## src/include/rx_profile_pkg.sv

```systemverilog
/*
 * constants for the receiver / lo-chain profile register slice:
 * byte offsets, writable-bit masks, reset values and field positions.
 * assumes the serial control core presents byte-wide accesses at these offsets.
 */
package rx_profile_pkg;

   // register port geometry
   localparam int ADDR_W = 10;
   localparam int DATA_W = 8;
   localparam int NUM_REGS = 8;
   localparam int IDX_W = 3;

   // register offsets on the serial control port
   localparam logic [ADDR_W-1:0] OFF_RX_PROFILE14_GAIN_CH12 = 10'h06B;
   localparam logic [ADDR_W-1:0] OFF_RX_PROFILE14_GAIN_CH34 = 10'h06C;
   localparam logic [ADDR_W-1:0] OFF_RX_PROFILE15_ENABLES = 10'h06D;
   localparam logic [ADDR_W-1:0] OFF_RX_PROFILE15_GAIN_CH12 = 10'h06E;
   localparam logic [ADDR_W-1:0] OFF_RX_PROFILE15_GAIN_CH34 = 10'h06F;
   localparam logic [ADDR_W-1:0] OFF_LO_CHAIN_PROFILE0 = 10'h070;
   localparam logic [ADDR_W-1:0] OFF_LO_CHAIN_PROFILE1 = 10'h071;
   localparam logic [ADDR_W-1:0] OFF_LO_CHAIN_PROFILE2 = 10'h072;

   // storage index of each register
   localparam logic [IDX_W-1:0] IDX_P14_CH12 = 3'h0;
   localparam logic [IDX_W-1:0] IDX_P14_CH34 = 3'h1;
   localparam logic [IDX_W-1:0] IDX_P15_EN = 3'h2;
   localparam logic [IDX_W-1:0] IDX_P15_CH12 = 3'h3;
   localparam logic [IDX_W-1:0] IDX_P15_CH34 = 3'h4;
   localparam logic [IDX_W-1:0] IDX_LO0 = 3'h5;
   localparam logic [IDX_W-1:0] IDX_LO1 = 3'h6;
   localparam logic [IDX_W-1:0] IDX_LO2 = 3'h7;

   // offset table, in index order
   localparam logic [ADDR_W-1:0] REG_OFFSET [NUM_REGS] = '{
      OFF_RX_PROFILE14_GAIN_CH12, OFF_RX_PROFILE14_GAIN_CH34, OFF_RX_PROFILE15_ENABLES,
      OFF_RX_PROFILE15_GAIN_CH12, OFF_RX_PROFILE15_GAIN_CH34, OFF_LO_CHAIN_PROFILE0,
      OFF_LO_CHAIN_PROFILE1, OFF_LO_CHAIN_PROFILE2};

   // writable bits; zeros are reserved and read as zero
   localparam logic [DATA_W-1:0] GAIN_MASK = 8'h77;
   localparam logic [DATA_W-1:0] ENABLE_MASK = 8'h7F;
   localparam logic [DATA_W-1:0] LO_MASK = 8'hFF;
   localparam logic [DATA_W-1:0] REG_MASK [NUM_REGS] = '{
      GAIN_MASK, GAIN_MASK, ENABLE_MASK, GAIN_MASK, GAIN_MASK, LO_MASK, LO_MASK, LO_MASK};

   // reset values
   localparam logic [DATA_W-1:0] RST_GAIN = 8'h00;
   localparam logic [DATA_W-1:0] RST_P15_EN = 8'h7F;
   localparam logic [DATA_W-1:0] RST_LO0 = 8'h00;
   localparam logic [DATA_W-1:0] RST_LO1 = 8'h6A;
   localparam logic [DATA_W-1:0] RST_LO2 = 8'hFA;
   localparam logic [DATA_W-1:0] REG_RESET [NUM_REGS] = '{
      RST_GAIN, RST_GAIN, RST_P15_EN, RST_GAIN, RST_GAIN, RST_LO0, RST_LO1, RST_LO2};

   // field positions: gain registers
   localparam int GAIN_HI_MSB = 6;
   localparam int GAIN_HI_LSB = 4;
   localparam int GAIN_LO_MSB = 2;
   localparam int GAIN_LO_LSB = 0;
   localparam int GAIN_RSV_HI = 7;
   localparam int GAIN_RSV_LO = 3;

   // field positions: profile 15 enable register
   localparam int EN_MAIN_SPLIT = 6;
   localparam int EN_PAIR_A_SPLIT = 5;
   localparam int EN_PAIR_B_SPLIT = 4;
   localparam int EN_CH1 = 3;
   localparam int EN_CH2 = 2;
   localparam int EN_CH3 = 1;
   localparam int EN_CH4 = 0;

   // field positions: lo chain profile registers
   localparam int LO_FILTER_SEL = 7;
   localparam int LO_AMP_ON = 6;
   localparam int LO_LOW_PREP = 5;
   localparam int LO_LOW_LIVE = 4;
   localparam int LO_MID_PREP = 3;
   localparam int LO_MID_LIVE = 2;
   localparam int LO_HIGH_PREP = 1;
   localparam int LO_HIGH_LIVE = 0;

endpackage : rx_profile_pkg

```

## src/hdl/rx_mult_mode_profile_regs.sv

```systemverilog
/*
 * profile register slice: receiver profiles 14/15 gain and enable registers
 * and lo chain multiplier/filter profiles 0 to 2, with byte read/write port.
 * assumes the serial control core runs on clk_i and presents one-cycle
 * read and write strobes; the profile sequencers consume the field outputs.
 */
// Overview of operation
// profile 14 ch1/ch2 gains, reserved zero
// profile 14 ch3/ch4 gains, reserved zero
// profile 15 splitter/channel enables reset one
// profile 15 ch1/ch2 gains writable, reset zero
// profile 15 ch3/ch4 gains writable, reset zero
// lo profile bit order filter, amp, bands
// lo profile 0 resets all zero
// lo profile 1 resets amp and ready
// lo profile 2 resets filter, amp, ready, lowlive
// profile 15 channel 4 enable bit 0
// reserved bits ignore writes, read zero
// fields presented continuously to sequencer
`timescale 1ns/100ps
module rx_mult_mode_profile_regs
   import rx_profile_pkg::*;
(
   input wire logic clk_i,
   input wire logic rst_i,
   input wire logic wr_en_i,
   input wire logic rd_en_i,
   input wire logic [ADDR_W-1:0] addr_i,
   input wire logic [DATA_W-1:0] wdata_i,
   output logic [DATA_W-1:0] rdata_o,
   output logic rd_valid_o,
   output logic [2:0] profile14_first_channel_gain_o,
   output logic [2:0] profile14_second_channel_gain_o,
   output logic [2:0] profile14_third_channel_gain_o,
   output logic [2:0] profile14_fourth_channel_gain_o,
   output logic profile15_main_splitter_on_o,
   output logic profile15_pair_a_splitter_on_o,
   output logic profile15_pair_b_splitter_on_o,
   output logic profile15_first_channel_on_o,
   output logic profile15_second_channel_on_o,
   output logic profile15_third_channel_on_o,
   output logic profile15_fourth_channel_on_o,
   output logic [2:0] profile15_first_channel_gain_o,
   output logic [2:0] profile15_second_channel_gain_o,
   output logic [2:0] profile15_third_channel_gain_o,
   output logic [2:0] profile15_fourth_channel_gain_o,
   output logic [DATA_W-1:0] lo_profile0_o,
   output logic [DATA_W-1:0] lo_profile1_o,
   output logic [DATA_W-1:0] lo_profile2_o
);

   // offset decode: bit IDX_W is the hit flag, low bits the index
   function automatic logic [IDX_W:0] decode_offset(input logic [ADDR_W-1:0] a);
      logic [IDX_W:0] r;
      r = '0;
      for (int i = 0; i < NUM_REGS; i++) begin
         if (a == REG_OFFSET[i]) begin
            r = {1'b1, IDX_W'(i)};
         end
      end
      return r;
   endfunction : decode_offset

   logic [IDX_W:0] dec_w;
   logic [NUM_REGS-1:0] wr_sel;
   logic [NUM_REGS-1:0][DATA_W-1:0] regs_w;
   logic [DATA_W-1:0] rd_mux;
   logic [DATA_W-1:0] rdata_q;
   logic [DATA_W-1:0] rdata_d;
   logic rd_valid_q;

   // address decode and read selection
   assign dec_w = decode_offset(addr_i);
   assign rd_mux = dec_w[IDX_W] ? regs_w[dec_w[IDX_W-1:0]] : '0; // unmapped reads zero
   assign rdata_d = rd_en_i ? rd_mux : rdata_q;

   // one storage byte per register; reserved bits never stored
   for (genvar g = 0; g < NUM_REGS; g++) begin : g_reg
      logic [DATA_W-1:0] byte_q;
      assign wr_sel[g] = wr_en_i && dec_w[IDX_W] && (dec_w[IDX_W-1:0] == IDX_W'(g));
      always_ff @(posedge clk_i) begin
         if (rst_i) begin
            byte_q <= REG_RESET[g];
         end else if (wr_sel[g]) begin
            byte_q <= wdata_i & REG_MASK[g];
         end
      end
      assign regs_w[g] = byte_q;
   end

   // read data register, held between reads
   always_ff @(posedge clk_i) begin
      if (rst_i) begin
         rdata_q <= '0;
         rd_valid_q <= 1'b0;
      end else begin
         rdata_q <= rdata_d;
         rd_valid_q <= rd_en_i;
      end
   end

   assign rdata_o = rdata_q;
   assign rd_valid_o = rd_valid_q;

   // gain fields of profiles 14 and 15, straight from storage
   assign profile14_first_channel_gain_o = regs_w[IDX_P14_CH12][GAIN_HI_MSB:GAIN_HI_LSB];
   assign profile14_second_channel_gain_o = regs_w[IDX_P14_CH12][GAIN_LO_MSB:GAIN_LO_LSB];
   assign profile14_third_channel_gain_o = regs_w[IDX_P14_CH34][GAIN_HI_MSB:GAIN_HI_LSB];
   assign profile14_fourth_channel_gain_o = regs_w[IDX_P14_CH34][GAIN_LO_MSB:GAIN_LO_LSB];
   assign profile15_first_channel_gain_o = regs_w[IDX_P15_CH12][GAIN_HI_MSB:GAIN_HI_LSB];
   assign profile15_second_channel_gain_o = regs_w[IDX_P15_CH12][GAIN_LO_MSB:GAIN_LO_LSB];
   assign profile15_third_channel_gain_o = regs_w[IDX_P15_CH34][GAIN_HI_MSB:GAIN_HI_LSB];
   assign profile15_fourth_channel_gain_o = regs_w[IDX_P15_CH34][GAIN_LO_MSB:GAIN_LO_LSB];

   // profile 15 splitter and channel enables
   assign profile15_main_splitter_on_o = regs_w[IDX_P15_EN][EN_MAIN_SPLIT];
   assign profile15_pair_a_splitter_on_o = regs_w[IDX_P15_EN][EN_PAIR_A_SPLIT];
   assign profile15_pair_b_splitter_on_o = regs_w[IDX_P15_EN][EN_PAIR_B_SPLIT];
   assign profile15_first_channel_on_o = regs_w[IDX_P15_EN][EN_CH1];
   assign profile15_second_channel_on_o = regs_w[IDX_P15_EN][EN_CH2];
   assign profile15_third_channel_on_o = regs_w[IDX_P15_EN][EN_CH3];
   assign profile15_fourth_channel_on_o = regs_w[IDX_P15_EN][EN_CH4];

   // lo chain profiles, whole byte in field order
   assign lo_profile0_o = regs_w[IDX_LO0];
   assign lo_profile1_o = regs_w[IDX_LO1];
   assign lo_profile2_o = regs_w[IDX_LO2];

   // checks on stored fields and read data
   a_p14_ch12_write: assert property (@(posedge clk_i) disable iff (rst_i)
      wr_en_i && addr_i == OFF_RX_PROFILE14_GAIN_CH12 |=>
      profile14_first_channel_gain_o == $past(wdata_i[6:4]) && profile14_second_channel_gain_o == $past(wdata_i[2:0]))
      else $error("profile 14 ch1/ch2 gain not stored");
   a_p14_ch34_write: assert property (@(posedge clk_i) disable iff (rst_i)
      wr_en_i && addr_i == OFF_RX_PROFILE14_GAIN_CH34 |=>
      profile14_third_channel_gain_o == $past(wdata_i[6:4]) && profile14_fourth_channel_gain_o == $past(wdata_i[2:0]))
      else $error("profile 14 ch3/ch4 gain not stored");
   a_p15_en_reset: assert property (@(posedge clk_i)
      $past(rst_i) && !rst_i |-> profile15_main_splitter_on_o && profile15_pair_a_splitter_on_o
      && profile15_pair_b_splitter_on_o && profile15_first_channel_on_o && profile15_second_channel_on_o
      && profile15_third_channel_on_o)
      else $error("profile 15 enables not one after reset");
   a_p15_ch12_write: assert property (@(posedge clk_i) disable iff (rst_i)
      wr_en_i && addr_i == OFF_RX_PROFILE15_GAIN_CH12 |=>
      {profile15_first_channel_gain_o, profile15_second_channel_gain_o} == $past({wdata_i[6:4], wdata_i[2:0]}))
      else $error("profile 15 ch1/ch2 gain not stored");
   a_p15_ch34_write: assert property (@(posedge clk_i) disable iff (rst_i)
      wr_en_i && addr_i == OFF_RX_PROFILE15_GAIN_CH34 |=>
      {profile15_third_channel_gain_o, profile15_fourth_channel_gain_o} == $past({wdata_i[6:4], wdata_i[2:0]}))
      else $error("profile 15 ch3/ch4 gain not stored");
   a_lo_bit_order: assert property (@(posedge clk_i) disable iff (rst_i)
      wr_en_i && addr_i == OFF_LO_CHAIN_PROFILE1 ##1 rd_en_i && addr_i == OFF_LO_CHAIN_PROFILE1 && !wr_en_i
      |=> rdata_o == $past(wdata_i, 2) && lo_profile1_o == rdata_o)
      else $error("lo profile byte not read back in order");
   a_lo0_reset_zero: assert property (@(posedge clk_i)
      $past(rst_i) && !rst_i |-> lo_profile0_o == RST_LO0)
      else $error("lo profile 0 not zero after reset");
   a_lo1_reset_val: assert property (@(posedge clk_i)
      $past(rst_i) && !rst_i |-> lo_profile1_o == RST_LO1)
      else $error("lo profile 1 reset value wrong");
   a_lo2_reset_val: assert property (@(posedge clk_i)
      $past(rst_i) && !rst_i |-> lo_profile2_o == RST_LO2)
      else $error("lo profile 2 reset value wrong");
   a_ch4_enable_bit: assert property (@(posedge clk_i) disable iff (rst_i)
      wr_en_i && addr_i == OFF_RX_PROFILE15_ENABLES |=> profile15_fourth_channel_on_o == $past(wdata_i[0]))
      else $error("profile 15 channel 4 enable not at bit 0");
   a_reserved_read_zero: assert property (@(posedge clk_i) disable iff (rst_i)
      rd_en_i && (addr_i == OFF_RX_PROFILE14_GAIN_CH12 || addr_i == OFF_RX_PROFILE15_GAIN_CH34)
      |=> rd_valid_o && rdata_o[7] == 1'b0 && rdata_o[3] == 1'b0)
      else $error("reserved gain bits read nonzero");
   a_fields_held: assert property (@(posedge clk_i) disable iff (rst_i)
      !wr_en_i |=> $stable(lo_profile0_o) && $stable(profile14_first_channel_gain_o)
      && $stable(profile15_fourth_channel_on_o))
      else $error("profile fields changed without a write");

   // read port behaviour and unmapped offsets
   a_read_valid_pulse: assert property (@(posedge clk_i) disable iff (rst_i)
      !$past(rst_i) |-> rd_valid_o == $past(rd_en_i))
      else $error("read valid not one cycle after each read strobe");
   a_read_data_held: assert property (@(posedge clk_i) disable iff (rst_i)
      !rd_en_i |=> $stable(rdata_o))
      else $error("read data changed without a read");
   a_rdata_reset_zero: assert property (@(posedge clk_i)
      $past(rst_i) && !rst_i |-> rdata_o == '0 && !rd_valid_o)
      else $error("read port not idle after reset");
   a_unmapped_read_zero: assert property (@(posedge clk_i) disable iff (rst_i)
      rd_en_i && !dec_w[IDX_W] |=> rd_valid_o && rdata_o == '0)
      else $error("unmapped offset did not read zero");
   a_unmapped_write_kept: assert property (@(posedge clk_i) disable iff (rst_i)
      wr_en_i && !dec_w[IDX_W] |=> $stable(regs_w))
      else $error("write to unmapped offset changed a register");

   // field order of the enable register, lo chain bytes and gain reset
   a_p15_en_write: assert property (@(posedge clk_i) disable iff (rst_i)
      wr_en_i && addr_i == OFF_RX_PROFILE15_ENABLES |=> {profile15_main_splitter_on_o, profile15_pair_a_splitter_on_o,
      profile15_pair_b_splitter_on_o, profile15_first_channel_on_o, profile15_second_channel_on_o,
      profile15_third_channel_on_o, profile15_fourth_channel_on_o} == $past(wdata_i[EN_MAIN_SPLIT:EN_CH4]))
      else $error("profile 15 enable bits not stored in order");
   a_lo0_write: assert property (@(posedge clk_i) disable iff (rst_i)
      wr_en_i && addr_i == OFF_LO_CHAIN_PROFILE0 |=> lo_profile0_o == $past(wdata_i))
      else $error("lo profile 0 byte not stored");
   a_lo1_write: assert property (@(posedge clk_i) disable iff (rst_i)
      wr_en_i && addr_i == OFF_LO_CHAIN_PROFILE1 |=> lo_profile1_o == $past(wdata_i))
      else $error("lo profile 1 byte not stored");
   a_lo2_write: assert property (@(posedge clk_i) disable iff (rst_i)
      wr_en_i && addr_i == OFF_LO_CHAIN_PROFILE2 |=> lo_profile2_o == $past(wdata_i))
      else $error("lo profile 2 byte not stored");
   a_gain_reset_zero: assert property (@(posedge clk_i)
      $past(rst_i) && !rst_i |-> {profile14_first_channel_gain_o, profile14_second_channel_gain_o,
      profile14_third_channel_gain_o, profile14_fourth_channel_gain_o} == '0)
      else $error("profile 14 gains not zero after reset");

   // main scenarios
   c_write_then_read: cover property (@(posedge clk_i) disable iff (rst_i)
      wr_en_i && addr_i == OFF_LO_CHAIN_PROFILE2 ##1 rd_en_i && addr_i == OFF_LO_CHAIN_PROFILE2);
   c_unmapped_read: cover property (@(posedge clk_i) disable iff (rst_i)
      rd_en_i && !dec_w[IDX_W]);
   c_enables_cleared: cover property (@(posedge clk_i) disable iff (rst_i)
      wr_en_i && addr_i == OFF_RX_PROFILE15_ENABLES && wdata_i == 8'h00);
   c_lo1_write_read: cover property (@(posedge clk_i) disable iff (rst_i)
      wr_en_i && addr_i == OFF_LO_CHAIN_PROFILE1 ##1 rd_en_i && addr_i == OFF_LO_CHAIN_PROFILE1);
   c_mid_run_reset: cover property (@(posedge clk_i)
      !rst_i ##1 rst_i ##1 rst_i ##1 !rst_i);

endmodule : rx_mult_mode_profile_regs

```

## config.mk

```make
export PLATFORM = sky130hd
export DESIGN_NAME = rx_mult_mode_profile_regs
export DESIGN_NICKNAME = d
export VERILOG_FILES = /design/src/include/rx_profile_pkg.sv /design/src/hdl/rx_mult_mode_profile_regs.sv
export SDC_FILE = /design/constraint.sdc
export NUM_CORES = 1
export LEC_CHECK = 0
export BUFFER_PORTS_ARGS = -buffer_cell sky130_fd_sc_hd__buf_4
export CAP_MARGIN = 20
export CELL_PAD_IN_SITES_DETAIL_PLACEMENT = 0
export CELL_PAD_IN_SITES_GLOBAL_PLACEMENT = 1
export CORE_AREA = 2 2 83 104
export CTS_CLUSTER_DIAMETER = 40
export CTS_CLUSTER_SIZE = 30
export DETAILED_ROUTE_END_ITERATION = 8
export DIE_AREA = 0 0 85 106
export PLACE_DENSITY_LB_ADDON = 0.05
export SETUP_SLACK_MARGIN = 0.02
export SLEW_MARGIN = 5
export SYNTH_ARGS = -nofsm -noshare
export SYNTH_HDL_FRONTEND = slang
export SYNTH_SLANG_ARGS = --single-unit
```

## constraint.sdc

```tcl
create_clock -name clk_i -period 2.1 [get_ports clk_i]
set_input_delay 0.42 -clock clk_i [delete_from_list [all_inputs] [get_ports clk_i]]
set_output_delay 0.42 -clock clk_i [all_outputs]
set_load 0.005 [all_outputs]
```

# Yosys cells after proc, flatten, opt, wreduce, memory -nomap -nowiden
# Cells that the tools add are included.
[word_totals] input_bits=22 ff_bits=64 out_inout_bits=64
[classes] n_eq_ne=15 n_mux=11 magnitude_cmp=1 n_reduce_logical=10
[op_table] operator="$eq 10x7->1 const B" count=8
[op_table] operator="$mux 4" count=8
[op_table] operator="$bmux 8 s3" count=1
[op_table] operator="$mux 8" count=2
[op_table] operator="$eq 3x3->1 const B" count=4
[op_table] operator="$logic_and 1x1->1" count=9
[op_table] operator="$eq 3x2->1 const B" count=2
[op_table] operator="$lt 3x4->1 const B" count=1
[op_table] operator="$eq 3x1->1 const B" count=1
[op_table] operator="$logic_not 3->1" count=1

# Logic depth before layout (Yosys ltp)
# Gate-level depths: netlist (run 1).
[logic_depth] depth_word=12 depth_mapped=6 depth_no_buf=5

# Worst setup path before layout (run 1)
# No wires, ideal clock.
[synth_path] kind="input port to flip-flop" startpoint="in addr_i[2]" endpoint="reg rdata_q[2], in the netlist rdata_o[2]" setup_time_ns=0.122 required_time_ns=1.978 setup_slack_ns=0.232 path_stages=6 arrival_ns=1.746 path_cell_list="or3b_1 buf_2 a211oi_4 nand2_2 a221oi_2 o31ai_1"
[synth_via] elab_chain_cells=11 elab_cells_between_ends=19 classes_between="eq/ne (8); mux (11)"
[synth_lines] item="start, declared" line="rx_mult_mode_profile_regs.sv:28" rtl="input wire logic [ADDR_W-1:0] addr_i,"
[synth_lines] item="$eq 10x7->1" line="rx_mult_mode_profile_regs.sv:57" rtl="if (a == REG_OFFSET[i]) begin"
[synth_lines] item="$mux 4 (6 in a row)" line="rx_mult_mode_profile_regs.sv:57"
[synth_lines] item="$mux 4 *" line="rx_mult_mode_profile_regs.sv:57"
[synth_lines] item="$bmux 8 s3" line="rx_mult_mode_profile_regs.sv:74" rtl="assign rd_mux = dec_w[IDX_W] ? regs_w[dec_w[IDX_W-1:0]] : '0;"
[synth_lines] item="$mux 8 (implied by the code)" line="rx_mult_mode_profile_regs.sv:74"
[synth_lines] item="$mux 8 *" line="rx_mult_mode_profile_regs.sv:74"
[synth_lines] item="end signal, assigned" line="rx_mult_mode_profile_regs.sv:97" rtl="rdata_q <= rdata_d;"
[synth_lines] item="end, declared" line="rx_mult_mode_profile_regs.sv:68" rtl="logic [DATA_W-1:0] rdata_q;"
# Mark *: on every way between the ends. The rest lies on a longest branch, timed or not. The select of a mux whose other input is x is not followed.
# A chain may end at the register's enable or synchronous reset.

# Final worst setup path (run 1)
[layout_path] startpoint="in addr_i[2]" endpoint="reg rdata_q[5], in the netlist rdata_o[5]"
# The elaborated chain is that of the path after synthesis.

==> metrics.txt, run 1 <==
CTS tree yes; Slew Limit Fails 0; Root Buffer clkbuf_8; drt wl/cell ~19 um; GRT met1 Usage a little under a third; Final min period roughly 1.7 ns; Max clock buf depth 2; Yosys cell types 44; Placed Instances about 530; top-area cell type share of the netlist area between 40 and 50%; count leader, synth dfxtp_1; largest net degree at the start of global routing 36; syn_nets 369; Total GRT Usage between 20% and 30%; Syn Inst Count about 350; clock-pin slew on the worst setup and hold paths 0.07 ns; clk_skew between 0.006 and 0.007 ns; hold-fix buffer count after cts 0; required time of the critical path around 2.4 ns; CTS Buf Count 9; met3 GRT Util between 5 and 6%; vias in the first global route 2,838; RePlAce Congestion 0.895; num rows 37; NumNets Final ~460; post-synth design cell area 2980 sq um; Residual DRC 0; Die Wd approximately 85 um; Synth Warn # 0; CTS H-tree lvls 3; die span in y between 100 and 150 um; RSZ-0062 raised after global routing false; initial antenna violation count 0; EDFF count, synth 0; via count 2,951; period utilization 81.3%; buffer count from post-CTS setup fixing 0; peak supply drop approximately 0.00035 V; top cells by area, synth dfxtp_1 (43%), mux2i_1 (9.4%), nand2_1 (5.0%); Setup CP Type in -> reg; Fillers between 800 and 900; worst-margin pin slew ~0.54 ns; Ant. Diodes 0; crit-path max FO 8; hpwl dp 7380 um; gr ovfl total 0; die area 9010 sq um; asr flop ratio synth 0%; Data arrival, critical path approximately 2.0 ns; Slew headroom 64.1%; input/output buffers 85; status finished clean; first-pass GRT wire length 16,100 um; crit start category input port; leak pwr 1.74 nW; Max Clk Rate between 500 and 600 MHz; power per cell area a little under 600 nW/um^2; fraction of layout cells with a size suffix above 1 30.5%; Core Area roughly 8100 sq um; Hold Slack about 0.24 ns; post-cts resize count 0; I/O pin total 86; post-route insts no fill about 540; clk_lat worst skew approximately 0.35 ns; met2 usage 35.9%; # clock sinks 64; vias per cell between 5 and 6; Synth Area per Inst roughly 8.6 sq um; TritonRoute pass-1 iters 4; final wirelength a little over 10,000 um; GRT Max-Usage Layer met2; Detailed Route Iter0 Violations approximately 150; sequential fraction of the synthesis area a little over two fifths; Hold WC Path Type in -> reg; Seq cells post-synth 64; Synth-to-Final Area Change 34.5%; top post-synthesis cells by count dfxtp_1 (64), nand2_1 (40), nor2_1 (35), o21ai_0 (30), mux2i_1 (28); Tot Pwr 2.39 mW; Initial Utilization a little under two fifths; Synth Flop Type dfxtp_1; Final ANT Viol Nets 0; Hold Fails Final Rpt 0; critical path endpoint category register; max_cap viols 0; setup_tns 0 ns; Setup Viol. Count Final 0; Yosys top cell by area dfxtp_1
## registers in the layout (all words and copies together), names as in the netlist
name	flops
lo_profile2_o	8
rd_valid_o	1
rdata_o	8
lo_profile1_o	8
g.byte_q	31
lo_profile0_o	8
## kinds of logic (layout without fill, tap and decap cells)
logic type,count (synthesis),after routing,share of synthesized area (%)
XOR/XNOR,1,1,0.294
buffers and inverters,29,128,3.74
AND/OR/NAND/NOR,122,122,20.8
AO/OA/AOI/OAI,96,96,20.1
multiplexers,35,35,12.1
flip-flops,64,64,43.0
## power breakdown
group	switching, mW	internal (mW)	total [mW]
clock	0.486	0.483	0.969
sequential	0.000719	1.21	1.22
combinational	0.125	0.0773	0.203
## critical path, cell delays in order
cell      delay (ns)
buf_4           0.14
or3b_1          0.46
a211oi_4        0.33
buf_4           0.22
a21oi_1         0.08
a211oi_1        0.23
a211o_1         0.12
## routing by layer
layer	up-vias	routed length (um)	part of all wire [%]
met1	1400	4680	45
li1	1437	-	-
met2	92	4910	47
met3	22	536	5.2
met5	-	0	0
met4	0	223	2.2
## per-stage QoR
stage	utilization, %	worst slack, ns	area [sq um]
5_1_grt	49.4	0.341	4000
4_1_cts	49.4	0.433	4000
6_report	49.4	0.393	4000
3_5_place_dp	47.3	0.0747	3830
3_3_place_gp	47.3	0.108	3830
2_1_floorplan	-	0.232	2980
## worst paths after layout
kind	from	depth (start not counted)	slack [ns]	endpoint
worst max register to register	lo_profile2_o[6]	4	0.72	rdata_o[6]
worst min-delay path	rst_i	2	0.24	rd_valid_o
worst max-delay path	addr_i[2]	7	0.39	rdata_o[5]
worst min register to register	rdata_o[3]	2	0.47	rdata_o[3]
## placed cells by master (no fill, tap or decap), drive strengths merged, types with 3 or more instances in the layout
cell / instances
o21ai: 37
dfxtp: 64
a211o: 7
o22ai: 7
nor2b: 4
nor2: 36
clkbuf: 12
nor3: 3
mux2: 7
a21oi: 24
nand2b: 5
nand3b: 17
mux2i: 28
buf: 112
a211oi: 10
nand2: 41
## area by class of cell
class,count,area [sq um],share of cell area [%]
inverter,1,3.75,0.0938
clock inverter,3,17.5,0.437
tap,97,121,3.03
clock buffer,12,155,3.88
sequential,64,1280,32.0
timing repair buffer,112,841,21.0
multi-input combinational,254,1580,39.6
Note: power is estimated with default switching activity, not from simulation.
==> inputs of run 2 (changes only) <==
==> constraint.sdc (replaced) <==
create_clock -name clk_i -period 1.74 [get_ports clk_i]
set_input_delay 0.348 -clock clk_i [delete_from_list [all_inputs] [get_ports clk_i]]
set_output_delay 0.348 -clock clk_i [all_outputs]
set_load 0.005 [all_outputs]
==> metrics.txt, run 2 (synthesized netlist as in run 1, its figures left out) <==
Core Area 8100 sq um (unchanged); power per cell area 786 nW/um^2 (was 596 nW/um^2); NumNets Final 480 (was 464); leak pwr 1.86 nW (was 1.74 nW); post-cts resize count 0 (unchanged); clk_lat worst skew 0.34 ns (was 0.35 ns); Slew Limit Fails 0 (unchanged); top sig layer met4 (unchanged); first-pass GRT wire length 15,600 um (was 16,100 um); CTS Buf Count 9 (unchanged); Worst Setup SP addr_i[2] (unchanged); Final ANT Viol Nets 0 (unchanged); Max clock buf depth 2 (unchanged); Critical Path Sink rdata_o[4] (was rdata_o[5]); I/O pin total 86 (unchanged); setup_tns 0 ns (unchanged); P_int 2.57 mW (was 1.77 mW); hpwl dp 7340 um (was 7380 um); crit-path max FO 5 (was 8); Total GRT Usage 22.3% (was 23.2%); critical path endpoint category register (unchanged); Root Buffer clkbuf_8 (unchanged); met1 WL 4530 um (was 4680 um); Ant. Diodes 0 (unchanged); die span in y 106 um (unchanged); clock-pin slew on the worst setup and hold paths 0.07 ns (about the same); Residual DRC 0 (unchanged); Reg2Reg Depth 4 (unchanged); total area of sequential cells 1280 sq um (unchanged); initial antenna violation count 0 (unchanged); fraction of layout cells with a size suffix above 1 33.0% (was 30.5%); Hold Slack 0.189 ns (was 0.238 ns); peak supply drop 0.000511 V (was 0.000347 V); Hold WC Path Type in -> reg (unchanged); status finished clean (unchanged); num rows 37 (unchanged); max FFs per register 31 (unchanged); CTS H-tree lvls 3 (unchanged); Sw Pwr 0.741 mW (was 0.612 mW); period utilization ~90%; Data arrival, critical path 1.87 ns (was 2.00 ns); Initial Utilization 36.7% (unchanged); Final min period roughly 1.6 ns; final wirelength 10,000 um (was 10,300 um); die area 9010 sq um (unchanged); max_cap viols 0 (unchanged); Hold Fails Final Rpt 0 (unchanged); WL met2 4770 um (was 4910 um); commonest non-fill, non-tap cell in the layout buf_4 (unchanged); CTS tree yes (unchanged); RePlAce Congestion 0.910 (was 0.895); Slew headroom 70.0% (was 64.1%); input/output buffers 85 (unchanged); sequential fraction of design power 44.3% (was 50.9%); via count 3,018 (was 2,951); buffer count from post-CTS setup fixing 0 (unchanged); Worst R2R Start lo_profile2_o[6] (unchanged); FF-to-FF End rdata_o[6] (unchanged); vias in the first global route 2,876 (was 2,838); Setup Viol. Count Final 0 (unchanged); r2r setup slk 0.36 ns (was 0.72 ns); drt wl/cell 17.9 um (was 19.0 um); RSZ-0062 raised after global routing false (unchanged); crit start category input port (unchanged); hold-fix buffer count after cts 0 (unchanged); switching share of total power 22.4% (was 25.6%); Max Clk Rate roughly 630 MHz; met3 wire length 597 um (was 536 um); largest net degree at the start of global routing 46 (was 36); required time of the critical path 2.02 ns (was 2.40 ns); Synth-to-Final Area Change 41.4% (was 34.5%); commonest non-fill, non-tap cells in the layout buf_4 (127), dfxtp_1 (64), nand2_1 (40) (was buf_4 (112), dfxtp_1 (64), nand2_1 (40)); Multi-input gate area 1580 sq um (unchanged); # clock sinks 64 (unchanged); largest reg by FF count g.byte_q (unchanged); Clk network pwr share 47.7% (was 40.6%); Fillers 794 (was 809); Detailed Route Iter0 Violations 101 (was 151); post-route insts no fill 560 (was 543); Die Wd 85 um (unchanged); Placed Instances 544 (was 528); Setup CP Type in -> reg (unchanged); TritonRoute pass-1 iters 5 (was 4); gr ovfl total 0 (unchanged); vias per cell 5.39 (was 5.43); combinational share of power 8.0% (was 8.5%); worst-margin pin slew 0.449 ns (was 0.537 ns); clk_skew 0.00976 ns (was 0.00697 ns)
-- run 2: cell count changes in the layout (fill, tap and decap cells not counted) --
cell / before / now
clkinvlp_4: 1 / 0
buf_12: 0 / 1
buf_4: 112 / 127
clkinv_2: 2 / 1
clkinv_4: 0 / 1
bufinv_16: 0 / 3
clkbuf_8: 11 / 10
-- run 2: power by group through the flow --
| stage | registers, mW | logic (mW) | clock network [mW] |
|---|---|---|---|
| after CTS | 1.47 | 0.263 | 1.62 |
| after global routing | 1.47 | 0.284 | 1.69 |
| final | 1.47 | 0.263 | 1.58 |
| after global placement | 1.50 | 0.263 | 0 |
| after floorplan | 1.50 | 0.125 | 0 |
| after detailed placement | 1.50 | 0.262 | 0 |
-- run 2: how the worst min path moves through the flow --
stage,startpoint,slack (ns),to,cells after the start
3_3_place_gp,rdata_o[3],0.45,rdata_o[3],2
5_1_grt,rst_i,0.18,rd_valid_o,2
2_1_floorplan,rst_i,0.43,rd_valid_o,1
4_1_cts,rst_i,0.17,rd_valid_o,2
6_report,rst_i,0.19,rd_valid_o,2
3_5_place_dp,rdata_o[3],0.44,rdata_o[3],2
-- run 2: per-layer routing --
metal,vias up,GRT usage (%)
li1,1455,-
met1,1456,29.5
met2,96,35.8
met3,11,6.44
met4,0,5.33
met5,-,0
-- run 2: metrics by stage --
step | power (mW) | util (%) | cell area [sq um] | setup slack (ns)
after global routing | 3.44 | 52.0 | 4210 | 0.0491
after detailed placement | 1.76 | 48.9 | 3960 | -0.185
after global placement | 1.76 | 48.9 | 3960 | -0.180
after CTS | 3.35 | 52.0 | 4210 | 0.168
final | 3.31 | 52.0 | 4210 | 0.154
after floorplan | 1.63 | - | 2980 | 0.00562
-- run 2: cell type report --
type	count	share of cell area (%)
well taps	97	2.88
multi-input cells	254	37.6
flip-flops and latches	64	30.4
clock buffers	11	3.36
repair buffers	128	23.1
clock inverters	5	2.47
inverters	1	0.0892
-- run 2: critical path, cell delays in order --
cell and delay [ns]:
buf_4 0.12, or3b_1 0.47, buf_4 0.18, o22ai_1 0.19, nand3_1 0.18, a211oi_1 0.24
a211o_1 0.13
==> inputs of run 3 (changes only) <==
--- a/config.mk
+++ b/config.mk
@@ -14,6 +14,7 @@
 export CTS_CLUSTER_SIZE = 30
 export DETAILED_ROUTE_END_ITERATION = 8
 export DIE_AREA = 0 0 85 106
+export GPL_TIMING_DRIVEN = 0
 export PLACE_DENSITY_LB_ADDON = 0.05
 export SETUP_SLACK_MARGIN = 0.02
 export SLEW_MARGIN = 5
==> constraint.sdc (replaced) <==
create_clock -name clk_i -period 1.7 [get_ports clk_i]
set_input_delay 0.34 -clock clk_i [delete_from_list [all_inputs] [get_ports clk_i]]
set_output_delay 0.34 -clock clk_i [all_outputs]
set_load 0.005 [all_outputs]
==> metrics.txt, run 3 (synthesized netlist as in run 1, its figures left out) <==
CTS H-tree lvls 3 (unchanged); die span in y 106 um (unchanged); setup_tns 0 ns (unchanged); power per cell area 731 nW/um^2 (was 786 nW/um^2); combinational share of power 8.7% (was 8.0%); clk_lat worst skew 0.35 ns (was 0.34 ns); fraction of layout cells with a size suffix above 1 27.5% (was 33.0%); gr ovfl total 0 (unchanged); crit-path cells buf_4 -> or3b_1 -> buf_6 -> a211oi_4 -> buf_12 -> nand2_2 -> a221oi_2 -> o31ai_1 (was buf_4 -> or3b_1 -> buf_4 -> o22ai_1 -> nand3_1 -> a211oi_1 -> a211o_1); Fillers 831 (was 794); CP max stage delay 0.39 ns (was 0.47 ns); Slew Limit Fails 0 (unchanged); num rows 37 (unchanged); Core Area 8100 sq um (unchanged); largest net degree at the start of global routing 12 (was 46); Hold Slack 0.191 ns (was 0.189 ns); Ant. Diodes 0 (unchanged); commonest non-fill, non-tap cell in the layout buf_4 (unchanged); Residual DRC 0 (unchanged); CTS Buf Count 9 (unchanged); max FFs per register 31 (unchanged); hpwl dp 7550 um (was 7340 um); Initial Utilization 36.7% (unchanged); Max Clk Rate 596 MHz; clk_skew 0.00695 ns (was 0.00976 ns); Setup CP Type in -> reg (unchanged); Final min period 1.68 ns; P_int 2.10 mW (was 2.57 mW); vias per cell 5.46 (was 5.39); first-pass GRT wire length 15,800 um (was 15,600 um); NumNets Final 461 (was 480); leak pwr 1.64 nW (was 1.86 nW); clock-pin slew on the worst setup and hold paths 0.07 ns (about the same); Die Wd 85 um (unchanged); switching share of total power 27.2% (was 22.4%); Slew headroom 51.4% (was 70.0%); via count 2,950 (was 3,018); input/output buffers 79 (was 85); Clk network pwr share 39.4% (was 47.7%); required time of the critical path 1.92 ns (was 2.02 ns); initial antenna violation count 0 (unchanged); crit-path max FO 10 (was 5); I/O pin total 86 (unchanged); crit start category input port (unchanged); status finished clean (unchanged); RePlAce Congestion 0.851 (was 0.910); met3 GRT Util 4.27% (was 6.44%); Data arrival, critical path 1.90 ns (was 1.87 ns); slowest library cell on the worst path or3b_1 (unchanged); max_cap viols 0 (unchanged); vias in the first global route 2,786 (was 2,876); largest reg by FF count g.byte_q (unchanged); die area 9010 sq um (unchanged); Sw Pwr 0.786 mW (was 0.741 mW); Setup Viol. Count Final 0 (unchanged); RSZ-0062 raised after global routing true (was false); commonest non-fill, non-tap cells in the layout buf_4 (82), dfxtp_1 (64), nand2_1 (40) (was buf_4 (127), dfxtp_1 (64), nand2_1 (40)); Max clock buf depth 2 (unchanged); sequential fraction of design power 51.9% (was 44.3%); TritonRoute pass-1 iters 5 (unchanged); met2 usage 35.4% (was 35.8%); Detailed Route Iter0 Violations 176 (was 101); Final ANT Viol Nets 0 (unchanged); hold-fix buffer count after cts 0 (unchanged); Total GRT Usage 22.9% (was 22.3%); Hold Fails Final Rpt 0 (unchanged); Synth-to-Final Area Change 32.8% (was 41.4%); period utilization between 90 and 100%; GRT Max-Usage Layer met2 (unchanged); GRT met1 Usage 31.7% (was 29.5%); peak supply drop 0.000404 V (was 0.000511 V); final wirelength 10,400 um (was 10,000 um); Root Buffer clkbuf_8 (unchanged); critical path endpoint category register (unchanged); Hold WC Path Type in -> reg (unchanged); CTS tree yes (unchanged); worst-margin pin slew 0.728 ns (was 0.449 ns); # clock sinks 64 (unchanged); drt wl/cell 19.2 um (was 17.9 um)
-- run 3: power groups by stage --
| stage | Combinational (mW) | Sequential (mW) | Clock (mW) |
|---|---|---|---|
| after floorplan | 0.128 | 1.54 | 0 |
| after global placement | 0.238 | 1.54 | 0 |
| after detailed placement | 0.237 | 1.54 | 0 |
| after CTS | 0.242 | 1.50 | 1.16 |
| after global routing | 0.265 | 1.50 | 1.22 |
| final | 0.250 | 1.50 | 1.14 |
-- run 3: area by class of cell --
cell class / count / area, sq um / share of cell area [%]
Multi-Input combinational cell: 254 / 1640 / 41.4
Sequential cell: 64 / 1280 / 32.4
Timing Repair Buffer: 82 / 628 / 15.9
Clock buffer: 10 / 128 / 3.23
Tap cell: 97 / 121 / 3.07
Buffer: 27 / 119 / 3.01
Clock inverter: 5 / 33.8 / 0.855
Inverter: 1 / 3.75 / 0.0950
-- run 3: repair_timing --
| action | in CTS | in global routing |
|---|---|---|
| pin swaps | 1 | 1 |
| hold endpoints to repair | 0 | 0 |
| gates resized for setup | 7 | 12 |
| endpoints found under the setup margin | 27 | 33 |
| setup buffers | 3 | 0 |
-- run 3: per-stage QoR --
stage	utilization, %	setup WS [ns]	power [mW]	instances	cell area (sq um)
3_5_place_dp	45.7	-0.592	1.77	523	3700
4_1_cts	48.3	-0.0605	2.90	541	3920
2_1_floorplan	-	-0.0263	1.66	347	2990
6_report	48.8	0.0215	2.89	540	3950
3_3_place_gp	45.7	-0.609	1.77	523	3700
5_1_grt	48.8	-0.0226	2.99	540	3950
-- run 3: worst max-delay path, delay by kind of cell --
kind	cells	cell delay (ns)
compound gates	3	0.65
buf+inv	3	0.46
simple gates	2	0.44
-- run 3: layer usage --
metal	share of wire, %	vias up
li1	-	1426
met1	45	1390
met2	46	117
met3	6.6	17
met4	1.7	0
met5	0	-
-- run 3: worst paths after layout --
| kind | start | end | slack (ns) | cells after the start |
|---|---|---|---|---|
| max | addr_i[2] | rdata_o[2] | 0.02 | 8 |
| min | rst_i | rd_valid_o | 0.19 | 2 |
| max reg2reg | lo_profile0_o[4] | rdata_o[4] | 0.26 | 3 |
| min reg2reg | rdata_o[3] | rdata_o[3] | 0.46 | 2 |
